===== src/core/usb_rsp_cfg.svh =====
`ifndef USB_RSP_CFG_SVH
`define USB_RSP_CFG_SVH

// register byte offsets (low address byte only)
`define RSP_REG_CTRL 8'h00
`define RSP_REG_EPCFG 8'h04
`define RSP_REG_HALT 8'h08
`define RSP_REG_SEQCLR 8'h0C
`define RSP_REG_PEND 8'h10
`define RSP_REG_COUNT 8'h14
`define RSP_REG_LAST 8'h18

// reset values
`define RSP_DEVADDR_RST 7'h00
`define RSP_MASK_RST 16'h0000
`define RSP_COUNT_RST 16'h0000

// field positions of the last-response register
`define RSP_LAST_KIND_LSB 0
`define RSP_LAST_SEQ_LSB 2
`define RSP_LAST_NUMP_LSB 7
`define RSP_LAST_RETRY_BIT 12
`define RSP_LAST_EP_LSB 13

// bus encodings
`define RSP_HSIZE_WORD 3'b010
`define RSP_HRESP_OKAY 1'b0

`endif


===== src/core/usb_rsp_pkg.sv =====
package usb_rsp_pkg;

   // transaction packet sent back for a received data packet
   typedef enum logic [1:0] {RSP_ACK, RSP_NRDY, RSP_ERDY, RSP_STALL} rsp_kind_t;

   // sequence number and packet count fields
   typedef logic [4:0] seq_t;
   typedef logic [4:0] nump_t;

   // clamp a packet count to the burst limit and keep any drop to one step;
   // a larger drop is reported as zero (no further room), the only legal jump
   function automatic nump_t nump_limit(input nump_t cand, input nump_t prev,
                                        input nump_t maxb);
      nump_t c;
      c = (cand > maxb) ? maxb : cand;
      if (prev != 5'h00 && c < prev - 5'h01)
         c = 5'h00;
      return c;
   endfunction

endpackage


===== src/core/usb_out_rsp.sv =====
// Decided for this implementation: the AHB-Lite slave port and the register addresses.
`include "usb_rsp_cfg.svh"

// How it works
// - bad address, endpoint or sequence invalidates header
// - CRC, abort, missing, length mismatch mean payload error
// - device answers each data packet at most once
// - ack names next expected sequence, reports free buffers
// - deferred and halted or ready: send ERDY
// - deferred not ready: silent, ERDY on resume
// - halted non-deferred endpoint gets STALL
// - cannot accept: discard and send NRDY
// - payload error: retry ack, expected sequence, count
// - good packet: ack next sequence and count
// - sequence counts modulo thirty-two
// - packet count drops by one at most
// - no further room: packet count zero
module usb_out_rsp
#(
   parameter int NUM_EP = 4,
   parameter int MAX_BURST = 16
)
(
   input wire logic clk,
   input wire logic resetn,
   input wire logic hsel,
   input wire logic [31:0] haddr,
   input wire logic [1:0] htrans,
   input wire logic hwrite,
   input wire logic [2:0] hsize,
   input wire logic [31:0] hwdata,
   input wire logic hready,
   output logic hreadyout,
   output logic [31:0] hrdata,
   output logic hresp,
   input wire logic rxPkt,
   input wire logic [6:0] rxDevAddr,
   input wire logic [3:0] rxEp,
   input wire logic rxDirIn,
   input wire usb_rsp_pkg::seq_t rxSeq,
   input wire logic rxDeferred,
   input wire logic [10:0] rxLen,
   input wire logic [10:0] rxPayLen,
   input wire logic rxCrcErr,
   input wire logic rxAbort,
   input wire logic rxMissing,
   input wire logic [NUM_EP-1:0][4:0] bufFree,
   output logic tpValid,
   output usb_rsp_pkg::rsp_kind_t tpKind,
   output logic [3:0] tpEp,
   output usb_rsp_pkg::seq_t tpSeq,
   output usb_rsp_pkg::nump_t tpNumP,
   output logic tpRetry
);
   import usb_rsp_pkg::*;

   ////////////////////////////////////////////////////////////////////////////
   // parameter checks

   // endpoint index must fit the four-bit endpoint field
   if (NUM_EP < 2 || NUM_EP > 16)
   begin : g_bad_ep
      $error("NUM_EP must lie in 2..16");
   end

   // the packet count field holds at most sixteen here
   if (MAX_BURST < 1 || MAX_BURST > 16)
   begin : g_bad_burst
      $error("MAX_BURST must lie in 1..16");
   end

   localparam int EPW = $clog2(NUM_EP);
   localparam logic [4:0] NEP5 = 5'(NUM_EP); // endpoint range limit
   localparam nump_t MAXB = nump_t'(MAX_BURST); // burst limit as a field

   ////////////////////////////////////////////////////////////////////////////
   // state

   // every flip-flop of the block except those of the reset synchroniser u_rst_sync
   typedef struct packed {
      logic [6:0] devAddr; // our address on the link
      logic [NUM_EP-1:0] epCfg; // OUT endpoints in the configuration
      logic [NUM_EP-1:0] halt; // halt feature per endpoint
      logic [NUM_EP-1:0] pend; // deferred packets owed an ERDY
      logic [NUM_EP-1:0][4:0] expSeq; // next expected sequence
      logic [NUM_EP-1:0][4:0] prevNumP; // count in the last ack sent
      logic tpValid;
      rsp_kind_t tpKind;
      logic [3:0] tpEp;
      seq_t tpSeq;
      nump_t tpNumP;
      logic tpRetry;
      logic [15:0] rspCount; // responses sent since reset
      logic wrPend; // write data phase due
      logic [7:0] wrAddr; // offset of that write
      logic rdy; // bus ready out
      logic [31:0] rdData; // read data for the data phase
      logic resp; // bus response
   } state_t;

   state_t s;
   state_t n;

   logic rstn; // synchronised reset

   ////////////////////////////////////////////////////////////////////////////
   // reset release

   rst_sync u_rst_sync
   (
      .clk(clk),
      .resetn(resetn),
      .rstnSync(rstn)
   );

   ////////////////////////////////////////////////////////////////////////////
   // header and payload checks

   logic [EPW-1:0] idx; // endpoint as an array index
   logic epOk; // endpoint in range and configured
   logic hdrBad; // header not valid for us
   logic payErr; // payload damaged
   logic canAccept; // buffer free on that endpoint
   logic dSend;
   rsp_kind_t dKind;
   logic dRetry;
   logic dAccept;
   logic dPend;

   assign idx = rxEp[EPW-1:0];

   // out-of-range endpoints count as unconfigured
   assign epOk = ({1'b0, rxEp} < NEP5) && s.epCfg[idx];

   // an IN direction cannot belong to an OUT endpoint
   assign hdrBad = (rxDevAddr != s.devAddr) || !epOk || rxDirIn
                   || (rxSeq != s.expSeq[idx]);

   // a missing payload is reported by the receiver itself
   assign payErr = rxCrcErr || rxAbort || rxMissing
                   || (rxLen != rxPayLen);

   assign canAccept = (bufFree[idx] != 5'h00);

   // one outcome per packet, in fixed priority
   rsp_decide u_rsp_decide
   (
      .hdrBad(hdrBad),
      .deferred(rxDeferred),
      .halted(s.halt[idx]),
      .canAccept(canAccept),
      .payErr(payErr),
      .send(dSend),
      .kind(dKind),
      .retry(dRetry),
      .accept(dAccept),
      .pend(dPend)
   );

   ////////////////////////////////////////////////////////////////////////////
   // next state

   always_comb
   begin
      logic [NUM_EP-1:0] resumeOk;
      logic [3:0] resEp;
      logic resHit;
      logic [31:0] last;
      nump_t cand;
      resumeOk = '0;
      resEp = 4'h0;
      resHit = 1'b0;
      last = 32'h0000_0000;
      cand = 5'h00;
      n = s;

      // response strobe lasts one cycle
      n.tpValid = 1'b0;
      n.rdy = 1'b1;
      n.resp = `RSP_HRESP_OKAY;

      // write data phase: hwdata is valid now
      if (s.wrPend)
      begin
         unique case (s.wrAddr)
            `RSP_REG_CTRL: n.devAddr = hwdata[6:0];
            `RSP_REG_EPCFG: n.epCfg = hwdata[NUM_EP-1:0];
            `RSP_REG_HALT: n.halt = hwdata[NUM_EP-1:0];
            `RSP_REG_SEQCLR:
            begin
               // endpoint re-initialised: restart at sequence zero
               for (int e = 0; e < NUM_EP; e++)
               begin
                  if (hwdata[e])
                  begin
                     n.expSeq[e] = 5'h00;
                     n.prevNumP[e] = 5'h00;
                  end
               end
            end
            default: ; // read-only or unmapped: ignored
         endcase
      end
      n.wrPend = 1'b0;

      // snapshot of the last response for software
      last[`RSP_LAST_KIND_LSB +: 2] = s.tpKind;
      last[`RSP_LAST_SEQ_LSB +: 5] = s.tpSeq;
      last[`RSP_LAST_NUMP_LSB +: 5] = s.tpNumP;
      last[`RSP_LAST_RETRY_BIT] = s.tpRetry;
      last[`RSP_LAST_EP_LSB +: 4] = s.tpEp;

      // address phase: read data is fetched now, so no wait states;
      // a read straight after a write to the same word sees the old value
      if (hsel && hready && htrans[1])
      begin
         n.wrPend = hwrite && (hsize == `RSP_HSIZE_WORD);
         n.wrAddr = haddr[7:0];
         n.rdData = 32'h0000_0000;
         if (!hwrite)
         begin
            unique case (haddr[7:0])
               `RSP_REG_CTRL: n.rdData[6:0] = s.devAddr;
               `RSP_REG_EPCFG: n.rdData[NUM_EP-1:0] = s.epCfg;
               `RSP_REG_HALT: n.rdData[NUM_EP-1:0] = s.halt;
               `RSP_REG_PEND: n.rdData[NUM_EP-1:0] = s.pend;
               `RSP_REG_COUNT: n.rdData[15:0] = s.rspCount;
               `RSP_REG_LAST: n.rdData = last;
               default: ; // unmapped and write-only words read zero
            endcase
         end
      end

      // deferred endpoints that may now be resumed; a halted one counts
      for (int e = NUM_EP - 1; e >= 0; e--)
      begin
         resumeOk[e] = s.pend[e] && (bufFree[e] != 5'h00 || s.halt[e]);
         if (resumeOk[e])
         begin
            resEp = 4'(e);
            resHit = 1'b1;
         end
      end

      if (rxPkt)
      begin
         // a received packet always takes the response slot
         if (dSend)
         begin
            n.tpValid = 1'b1;
            n.tpKind = dKind;
            n.tpEp = rxEp;
            n.tpRetry = dRetry;
            n.tpSeq = s.expSeq[idx];
            n.tpNumP = 5'h00;
            n.rspCount = s.rspCount + 16'h0001;
            if (dKind == RSP_ACK)
            begin
               // this packet takes one buffer only if kept
               cand = dAccept ? bufFree[idx] - 5'h01 : bufFree[idx];
               n.tpNumP = nump_limit(cand, s.prevNumP[idx], MAXB);
               n.prevNumP[idx] = n.tpNumP;
            end
            else
            begin
               // flow control or halt ends the burst
               n.prevNumP[idx] = 5'h00;
            end
            if (dAccept)
            begin
               // next expected number, wrapping after 31
               n.expSeq[idx] = s.expSeq[idx] + 5'h01;
               n.tpSeq = s.expSeq[idx] + 5'h01;
            end
         end
         if (dPend)
            n.pend[idx] = 1'b1;
      end
      else if (resHit)
      begin
         // resume a deferred endpoint with an ERDY
         n.tpValid = 1'b1;
         n.tpKind = RSP_ERDY;
         n.tpEp = resEp;
         n.tpRetry = 1'b0;
         n.tpSeq = s.expSeq[resEp[EPW-1:0]];
         n.tpNumP = 5'h00;
         n.pend[resEp[EPW-1:0]] = 1'b0;
         n.rspCount = s.rspCount + 16'h0001;
      end
   end

   ////////////////////////////////////////////////////////////////////////////
   // state register

   // constants only under reset; bus ready stands high from reset
   always_ff @(posedge clk or negedge rstn)
   begin
      if (!rstn)
      begin
         s <= '0;
         s.devAddr <= `RSP_DEVADDR_RST;
         s.epCfg <= NUM_EP'(`RSP_MASK_RST);
         s.halt <= NUM_EP'(`RSP_MASK_RST);
         s.rspCount <= `RSP_COUNT_RST;
         s.rdy <= 1'b1;
         s.resp <= `RSP_HRESP_OKAY;
      end
      else
      begin
         s <= n;
      end
   end

   ////////////////////////////////////////////////////////////////////////////
   // outputs, each straight from a flip-flop

   assign hreadyout = s.rdy;
   assign hrdata = s.rdData;
   assign hresp = s.resp;
   assign tpValid = s.tpValid;
   assign tpKind = s.tpKind;
   assign tpEp = s.tpEp;
   assign tpSeq = s.tpSeq;
   assign tpNumP = s.tpNumP;
   assign tpRetry = s.tpRetry;

endmodule // usb_out_rsp


===== src/core/rst_sync.sv =====
// releases an asynchronous active-low reset in step with the clock
module rst_sync
(
   input wire logic clk,
   input wire logic resetn,
   output logic rstnSync
);

   // two-stage release chain; only stage two looks at stage one
   typedef struct packed {
      logic stage1;
      logic stage2;
   } sync_t;

   sync_t s;
   sync_t n;

   // next value: shift a one through the chain
   always_comb
   begin
      n.stage1 = 1'b1;
      n.stage2 = s.stage1;
   end

   // assertion is immediate, release takes two edges
   always_ff @(posedge clk or negedge resetn)
   begin
      if (!resetn)
         s <= '0;
      else
         s <= n;
   end

   assign rstnSync = s.stage2;

endmodule // rst_sync


===== src/core/rsp_decide.sv =====
// priority decision for one received OUT data packet
module rsp_decide
import usb_rsp_pkg::*;
(
   input wire logic hdrBad,
   input wire logic deferred,
   input wire logic halted,
   input wire logic canAccept,
   input wire logic payErr,
   output logic send,
   output usb_rsp_pkg::rsp_kind_t kind,
   output logic retry,
   output logic accept,
   output logic pend
);

   // order: header, deferred, halt, buffer, payload
   always_comb
   begin
      send = 1'b0;
      kind = RSP_ACK;
      retry = 1'b0;
      accept = 1'b0;
      pend = 1'b0;
      if (hdrBad)
      begin
         // silent discard
         send = 1'b0;
      end
      else if (deferred)
      begin
         // halted or ready: ERDY now; otherwise remember and stay quiet
         kind = RSP_ERDY;
         send = halted || canAccept;
         pend = !halted && !canAccept;
      end
      else if (halted)
      begin
         send = 1'b1;
         kind = RSP_STALL;
      end
      else if (!canAccept)
      begin
         send = 1'b1;
         kind = RSP_NRDY;
      end
      else if (payErr)
      begin
         send = 1'b1;
         retry = 1'b1;
      end
      else
      begin
         send = 1'b1;
         accept = 1'b1;
      end
   end

endmodule // rsp_decide


===== config.mk =====
export PLATFORM = sky130hd
export DESIGN_NAME = usb_out_rsp
export DESIGN_NICKNAME = d
export VERILOG_FILES = /design/src/core/usb_rsp_pkg.sv /design/src/core/usb_out_rsp.sv /design/src/core/rst_sync.sv /design/src/core/rsp_decide.sv
export VERILOG_INCLUDE_DIRS = /design/src /design/src/core
export SDC_FILE = /design/constraint.sdc
export NUM_CORES = 1
export LEC_CHECK = 0
export BUFFER_PORTS_ARGS = -buffer_cell sky130_fd_sc_hd__buf_2
export CELL_PAD_IN_SITES_DETAIL_PLACEMENT = 0
export CELL_PAD_IN_SITES_GLOBAL_PLACEMENT = 1
export CORE_ASPECT_RATIO = 2
export CORE_MARGIN = 3
export CORE_UTILIZATION = 37
export CTS_CLUSTER_DIAMETER = 100
export DETAILED_ROUTE_END_ITERATION = 10
export HOLD_SLACK_MARGIN = 0.1
export PLACE_DENSITY = 0.82
export SLEW_MARGIN = 20
export SYNTH_ARGS = -nofsm -noshare
export SYNTH_HDL_FRONTEND = slang
export SYNTH_HIERARCHICAL = 1
export SYNTH_SLANG_ARGS = --single-unit
export TNS_END_PERCENT = 100

===== constraint.sdc =====
create_clock -name clk -period 3.5 [get_ports clk]
set_input_delay 0.175 -clock clk [delete_from_list [all_inputs] [get_ports clk]]
set_output_delay 0.175 -clock clk [all_outputs]
set_load 0.005 [all_outputs]

==> flow_summary.yaml, run 1 <==
clocking:
  insertion_delay_ns: 0.42
  cts_buffer_depth: 2
  clk_pin_slew_ns: 0.06
  h-tree-depth: 4
  cts_buffers: 17
  cts_tree: "done"
  ctsRootBufferMaster: "clkbuf_16"
  cts.sinks: 121
setup_path:
  cp_num_buf_inv: 3
  worst-setup-path-type: "reg2reg"
  crit_chain: "xor2_1 > or4_1 > nor4_2 > buf_4 > nand4_1 > nor4_2 > and2_4 > o41ai_2 > a22o_4 > o21ai_4 > and2_4 > ha_4 > a21o_1 > a21oi_2 > nor2b_2 > buf_4 > nor3_4 > buf_6 > a21boi_4 > a22o_1"
  worstSetupStartpoint: "s[132]"
  r2r_cells: 20
  cp_top_family: "simple AND/OR/NAND/NOR gates"
  cp.depth: 20
  end_kind: "flop"
  crit_fanout: 5
  startpoint_type: "flop"
  endpoint: "tpNumP[3]"
  critical_path_required_ns: 3.80
  rrSetupSlack_ns: -0.62
  critPathArrivalTime_ns: 4.43
  timing.rr.end: "tpNumP[3]"
  r2r_start: "s[132]"
  slowest_delay_ns: 0.42
  crit_slowest_cell: "or4_1"
floorplanning:
  rows: 70
  initial_core_util_pct: 38.25
  dieArea_mm2: 0.02090
  die_h_um: 201.5
  chipWidth_um: 103.7
  io_pins: 190
  core_mm2: 0.01848
logic_synthesis:
  syn_area_mm2: 0.007068
  synthArstFlopShare_pct: 100.0
  synth_warnings: 6
  synth_edf_count: 0
  syn_inst: 662
  ys_ff_latch: 121
  ys.flop_type: "dfrtp_1"
  yosysUniqueCellTypes: 66
  seq_area_frac_synth_pct: 42.84
  synth_area_per_cell_um2: 10.68
place:
  gp_congestion: 0.9044
  dpl.hpwl_um: 17480
  pre_cts_slack_ns: -0.9451
  io_buffer_count: 122
power_and_ir_drop:
  p_clk_share_pct: 44.3
  power_density_mw_per_mm2: 386.5
  total_leakage_power_uw: 0.004291
  fin_total_pwr_uw: 3622
  irDropWorstVdd_mv: 0.2108
  p_int_uw: 2611
  power_frac_comb_pct: 12.7
  seq_power_share_pct: 43.0
  switching_power_uw: 1011
  switching_share_pct: 27.92
timing:
  worstMarginPinSlew_ns: 0.9926
  period_needed_ns: 4.125
  slew_headroom_pct: 33.83
  setup_viol: 25
  hold_violations: 0
  fin_crit_sh_pct: 117.8
  fin_ws_ns: -0.6245
  skew_ns: 0.01004
  rsz0062_at_grt: "true"
  slew_viol_final: 0
  fmax_mhz: 242.5
drt:
  vias: 6276
  drt-initial-drc-count: 414
  antenna_left: 0
  drt-total-wl_um: 22880
  wl_per_cell_um: 20.02
  route.detailed.drc: 0
  viasPerCell: 5.491
  drt_pass1_iterations: 7
run_status:
  status: "finished, violations left"
  violations: "setup timing"
finish:
  layout_common_cells: "122 x buf_2, 120 x dfrtp_1, 113 x buf_4, 56 x nand2_1, 38 x nor2_1"
  fin_nets: 1023
  drive_gt1_share_pct: 41.57
  nFillCells: 1695
  layout-area-overhead-vs-synth_pct: 32.61
  layout_commonest_cell: "buf_2"
grt:
  gr-usage-all-layers_pct: 21.83
  antenna_found_initial: 2
  grt_max_degree: 75
  overflow: 0
  first_global_vias: 6561
  grt_pass1_wl_um: 35690
run:
  drv_cap: 0
min_path:
  min-delay-path-class: "in2reg"
  hp-start: "hwrite"
-- metrics by stage --
step / TNS, ns / std cells / area, µm² / hold slack [ns] / utilization (%)
after floorplan: -19.58 / 677 / 7173 / -0.1206 / -
after global placement: -19.92 / 1081 / 8364 / -0.03754 / 45.26
after detailed placement: -21.60 / 1081 / 8364 / -0.03906 / 45.26
after CTS: -13.95 / 1140 / 9201 / 0.1085 / 49.79
after global routing: -19.61 / 1143 / 9373 / 0.1139 / 50.72
final: -14.51 / 1143 / 9373 / 0.1165 / 50.72
-- sequential cells by signal, indices dropped and copies added (netlist names), 2 cells and up --
| signal | count |
|---|---|
| tpKind | 2 |
| tpSeq | 5 |
| tpNumP | 5 |
| s | 84 |
| hrdata | 17 |
| tpEp | 4 |
-- metal layers --
layer	part of all wire, %	wire [µm]	vias up	global-route usage, %
met5	0	0	-	0
met4	5.3	1209	0	12.84
met3	4.3	987	66	3.628
met2	57	12980	237	42.17
met1	34	7698	3122	21.39
li1	-	-	2851	-
-- cells in the mapped netlist, types with 5 or more instances --
master | number | area [µm²]
a21oi_1 | 14 | 70.07
a221o_1 | 5 | 50.05
a221oi_1 | 5 | 43.79
a22o_1 | 25 | 219.0
a22oi_1 | 21 | 157.7
a32o_1 | 11 | 110.1
and2_1 | 5 | 31.28
buf_2 | 7 | 35.03
buf_4 | 52 | 390.4
clkbuf_1 | 14 | 52.55
dfrtp_1 | 121 | 3028
ha_1 | 8 | 100.1
inv_1 | 8 | 30.03
mux2_2 | 26 | 292.8
mux4_2 | 17 | 382.9
nand2_1 | 56 | 210.2
nand2b_1 | 7 | 43.79
nand3_1 | 14 | 70.07
nand4_1 | 8 | 50.05
nor2_1 | 40 | 150.1
nor3_1 | 16 | 80.08
nor4_1 | 21 | 131.4
o21ai_0 | 27 | 135.1
o21ai_1 | 5 | 25.02
xnor2_1 | 16 | 140.1
xor2_1 | 36 | 315.3
-- cells by family after synthesis --
logic type               count (synthesis)  synth area share, %
buffers and inverters                   85                7.718
multiplexers                            45                9.842
XOR/XNOR                                52                6.444
AND/OR/NAND/NOR                        204                15.56
flip-flops                             121                42.84
adder cells (fa/ha/maj)                  8                1.416
AO/OA/AOI/OAI                          144                16.02
other                                    3               0.1593
-- power groups by stage --
stage / Combinational, µW / Clock, µW / Sequential (µW)
global placement: 396 / 0 / 1580
finish: 462 / 1600 / 1560
detailed placement: 403 / 0 / 1580
CTS: 434 / 1620 / 1550
floorplan: 245 / 0 / 1550
global route: 505 / 1680 / 1570
-- final cells by class --
type / instances / area, µm² / area share [%]
antenna: 1 / 2.502 / 0.02670
inverter: 9 / 33.78 / 0.3604
sequential: 121 / 3032 / 32.35
clock buffer: 18 / 439.2 / 4.686
timing repair buffer: 255 / 1662 / 17.73
tap: 252 / 315.3 / 3.364
clock inverter: 14 / 100.1 / 1.068
multi-input combinational: 473 / 3789 / 40.42
-- timing repair --
action | CTS | global route
hold buffers | 18 | 0
endpoints found under the hold margin | 17 | 0
setup endpoints to repair | 25 | 53
buffers inserted | 9 | 1
pin swaps | 29 | 7
gates cloned | 1 | 1
gates resized for setup | 9 | 27
-- worst min path at each step --
stage,end,slack (ns),cells after the start
finish,hrdata[16],0.12,3
detailed placement,u_rst_sync/n[0],-0.04,1
CTS,s[122],0.11,2
global route,hrdata[16],0.11,3
global placement,u_rst_sync/n[0],-0.04,1
floorplan,u_rst_sync/n[0],-0.12,0
-- worst min-delay path, delay by kind of cell --
family | cells | cell delay [ns]
buf+inv | 1 | 0.14
simple gates | 1 | 0.11
compound gates | 1 | 0.06
Note: power is estimated with default switching activity, not from simulation.
==> run 2: changes to the inputs <==
- HOLD_SLACK_MARGIN: 0.1 -> default
- PLACE_DENSITY: 0.82 -> 0.8
==> flow_summary.yaml, run 2 (same netlist as run 1, synthesis figures left out) <==
min_path:
  hold_path_depth: 3
  min-delay-path-class: "in2reg"
setup_path:
  end_kind: "flop"
  critical_path_required_ns: 3.86
  crit_fanout: 5
  worst-setup-path-type: "reg2reg"
  rrSetupSlack_ns: -0.55
  r2r_cells: 17
  critPathArrivalTime_ns: 4.41
  r2r_start: "s[106]"
  endpoint: "s[79]"
  timing.rr.end: "s[79]"
  worstSetupStartpoint: "s[106]"
  startpoint_type: "flop"
floorplanning:
  dieArea_mm2: 0.02090
  chipWidth_um: 103.7
  io_pins: 190
  core_mm2: 0.01848
  initial_core_util_pct: 38.25
  rows: 70
  die_h_um: 201.5
drt:
  viasPerCell: 5.437
  route.detailed.drc: 0
  vias: 6128
  wl_per_cell_um: 19.70
  drt-initial-drc-count: 305
  antenna_left: 0
  drt-total-wl_um: 22200
  drt_pass1_iterations: 5
power_and_ir_drop:
  total_leakage_power_uw: 0.004281
  irDropWorstVdd_mv: 0.2615
  power_density_mw_per_mm2: 421.6
clocking:
  cts.sinks: 121
  insertion_delay_ns: 0.42
  cts_buffers: 17
  ctsRootBufferMaster: "clkbuf_16"
  cts_buffer_depth: 2
  cts_tree: "done"
  clk_pin_slew_ns: 0.05
  h-tree-depth: 4
timing:
  hold_violations: 0
  skew_ns: 0.007501
  fmax_mhz: 246.8
  fin_crit_sh_pct: 115.8
  fin_ws_ns: -0.5517
  setup_viol: 25
  slew_headroom_pct: 33.94
  worstMarginPinSlew_ns: 0.9908
  slew_viol_final: 0
  period_needed_ns: 4.052
  rsz0062_at_grt: "true"
finish:
  layout_common_cells: "122 x buf_2, 120 x dfrtp_1, 109 x buf_4, 56 x nand2_1, 40 x nor2_1"
  stdcell_area_mm2: 0.009280
  seqCellArea_mm2: 0.003032
  nFillCells: 1696
  drive_gt1_share_pct: 40.78
  fin_util_pct: 50.22
  layout-area-overhead-vs-synth_pct: 31.30
  largest_register_ffs: 84
  top_register: "s"
  layout_commonest_cell: "buf_2"
  fin_nets: 1006
  multiInputGateArea_mm2: 0.003737
grt:
  gr-usage-all-layers_pct: 20.93
  grt_max_degree: 64
  first_global_vias: 6371
  antenna_found_initial: 2
  overflow: 0
  grt_pass1_wl_um: 34080
run:
  drv_cap: 0
run_status:
  status: "finished, violations left"
  violations: "setup timing"
place:
  io_buffer_count: 122
  dpl.hpwl_um: 17240
  place_area_mm2: 0.008372
  gp_congestion: 0.8862
-- run 2: area by class of cell --
cell class / count / share of cell area (%)
Clock buffer: 25 / 5.447
Tap cell: 252 / 3.398
Multi-Input combinational cell: 472 / 40.27
Antenna cell: 2 / 0.05393
Timing Repair Buffer: 239 / 16.31
Inverter: 9 / 0.3640
Clock inverter: 7 / 1.483
Sequential cell: 121 / 32.67
-- run 2: report_power, final --
group	leakage (µW)	total [µW]	internal, µW	switching [µW]
Combinational	0.00235	445	218	227
Clock	0.000313	1910	1280	627
Sequential	0.00161	1560	1460	94.4
-- run 2: what timing repair did --
action,4_1_cts,5_1_grt
pin swaps,13,18
resized for setup,15,13
cloned,1,0
endpoints found under the setup margin,25,50
hold endpoints to repair,5,0
buffers inserted,4,2
hold buffers,4,0
-- run 2: worst min path at each step --
stage / slack, ns / endpoint / startpoint
2_1_floorplan: -0.12 / u_rst_sync/n[0] / resetn
3_3_place_gp: -0.04 / u_rst_sync/n[0] / resetn
3_5_place_dp: -0.04 / u_rst_sync/n[0] / resetn
4_1_cts: 0.002 / s[42] / hsize[1]
5_1_grt: 0.01 / s[40] / haddr[6]
6_report: 0.002 / s[42] / hsize[1]
-- run 2: per-stage QoR --
| stage | instances | total power, µW | hold WS, ns | worst slack (ns) | setup TNS (ns) |
|---|---|---|---|---|---|
| finish | 1127 | 3913 | 0.002488 | -0.5517 | -13.01 |
| detailed placement | 1082 | 1987 | -0.03673 | -0.8854 | -20.64 |
| floorplan | 677 | 1798 | -0.1206 | -0.8834 | -19.58 |
| CTS | 1123 | 3923 | 0.002081 | -0.6143 | -14.55 |
| global placement | 1082 | 1978 | -0.03689 | -0.7281 | -17.16 |
| global route | 1127 | 4050 | 0.01127 | -0.7692 | -18.25 |
-- run 2: metal layers --
| layer | vias up | global-route usage, % | wire, µm | part of all wire (%) |
|---|---|---|---|---|
| met4 | 0 | 12.17 | 1139 | 5.1 |
| li1 | 2811 | - | - | - |
| met5 | - | 0 | 0 | 0 |
| met3 | 67 | 3.018 | 932 | 4.2 |
| met2 | 212 | 40.25 | 12490 | 56 |
| met1 | 3038 | 21.03 | 7644 | 34 |
-- run 2: worst max-delay path, cell delays in order (launching register included) --
cell and delay (ns):
dfrtp_1 0.39, mux4_2 0.50, xor2_2 0.17, nor4_2 0.28, nand4_1 0.24, nor4_2 0.27, buf_4 0.21, buf_6 0.09
nor4b_4 0.27, xnor2_2 0.17, nor2_4 0.06, ha_4 0.26, nand4_1 0.13, inv_2 0.12, buf_6 0.10, nand3b_1 0.23
a21boi_4 0.30, a32o_1 0.20
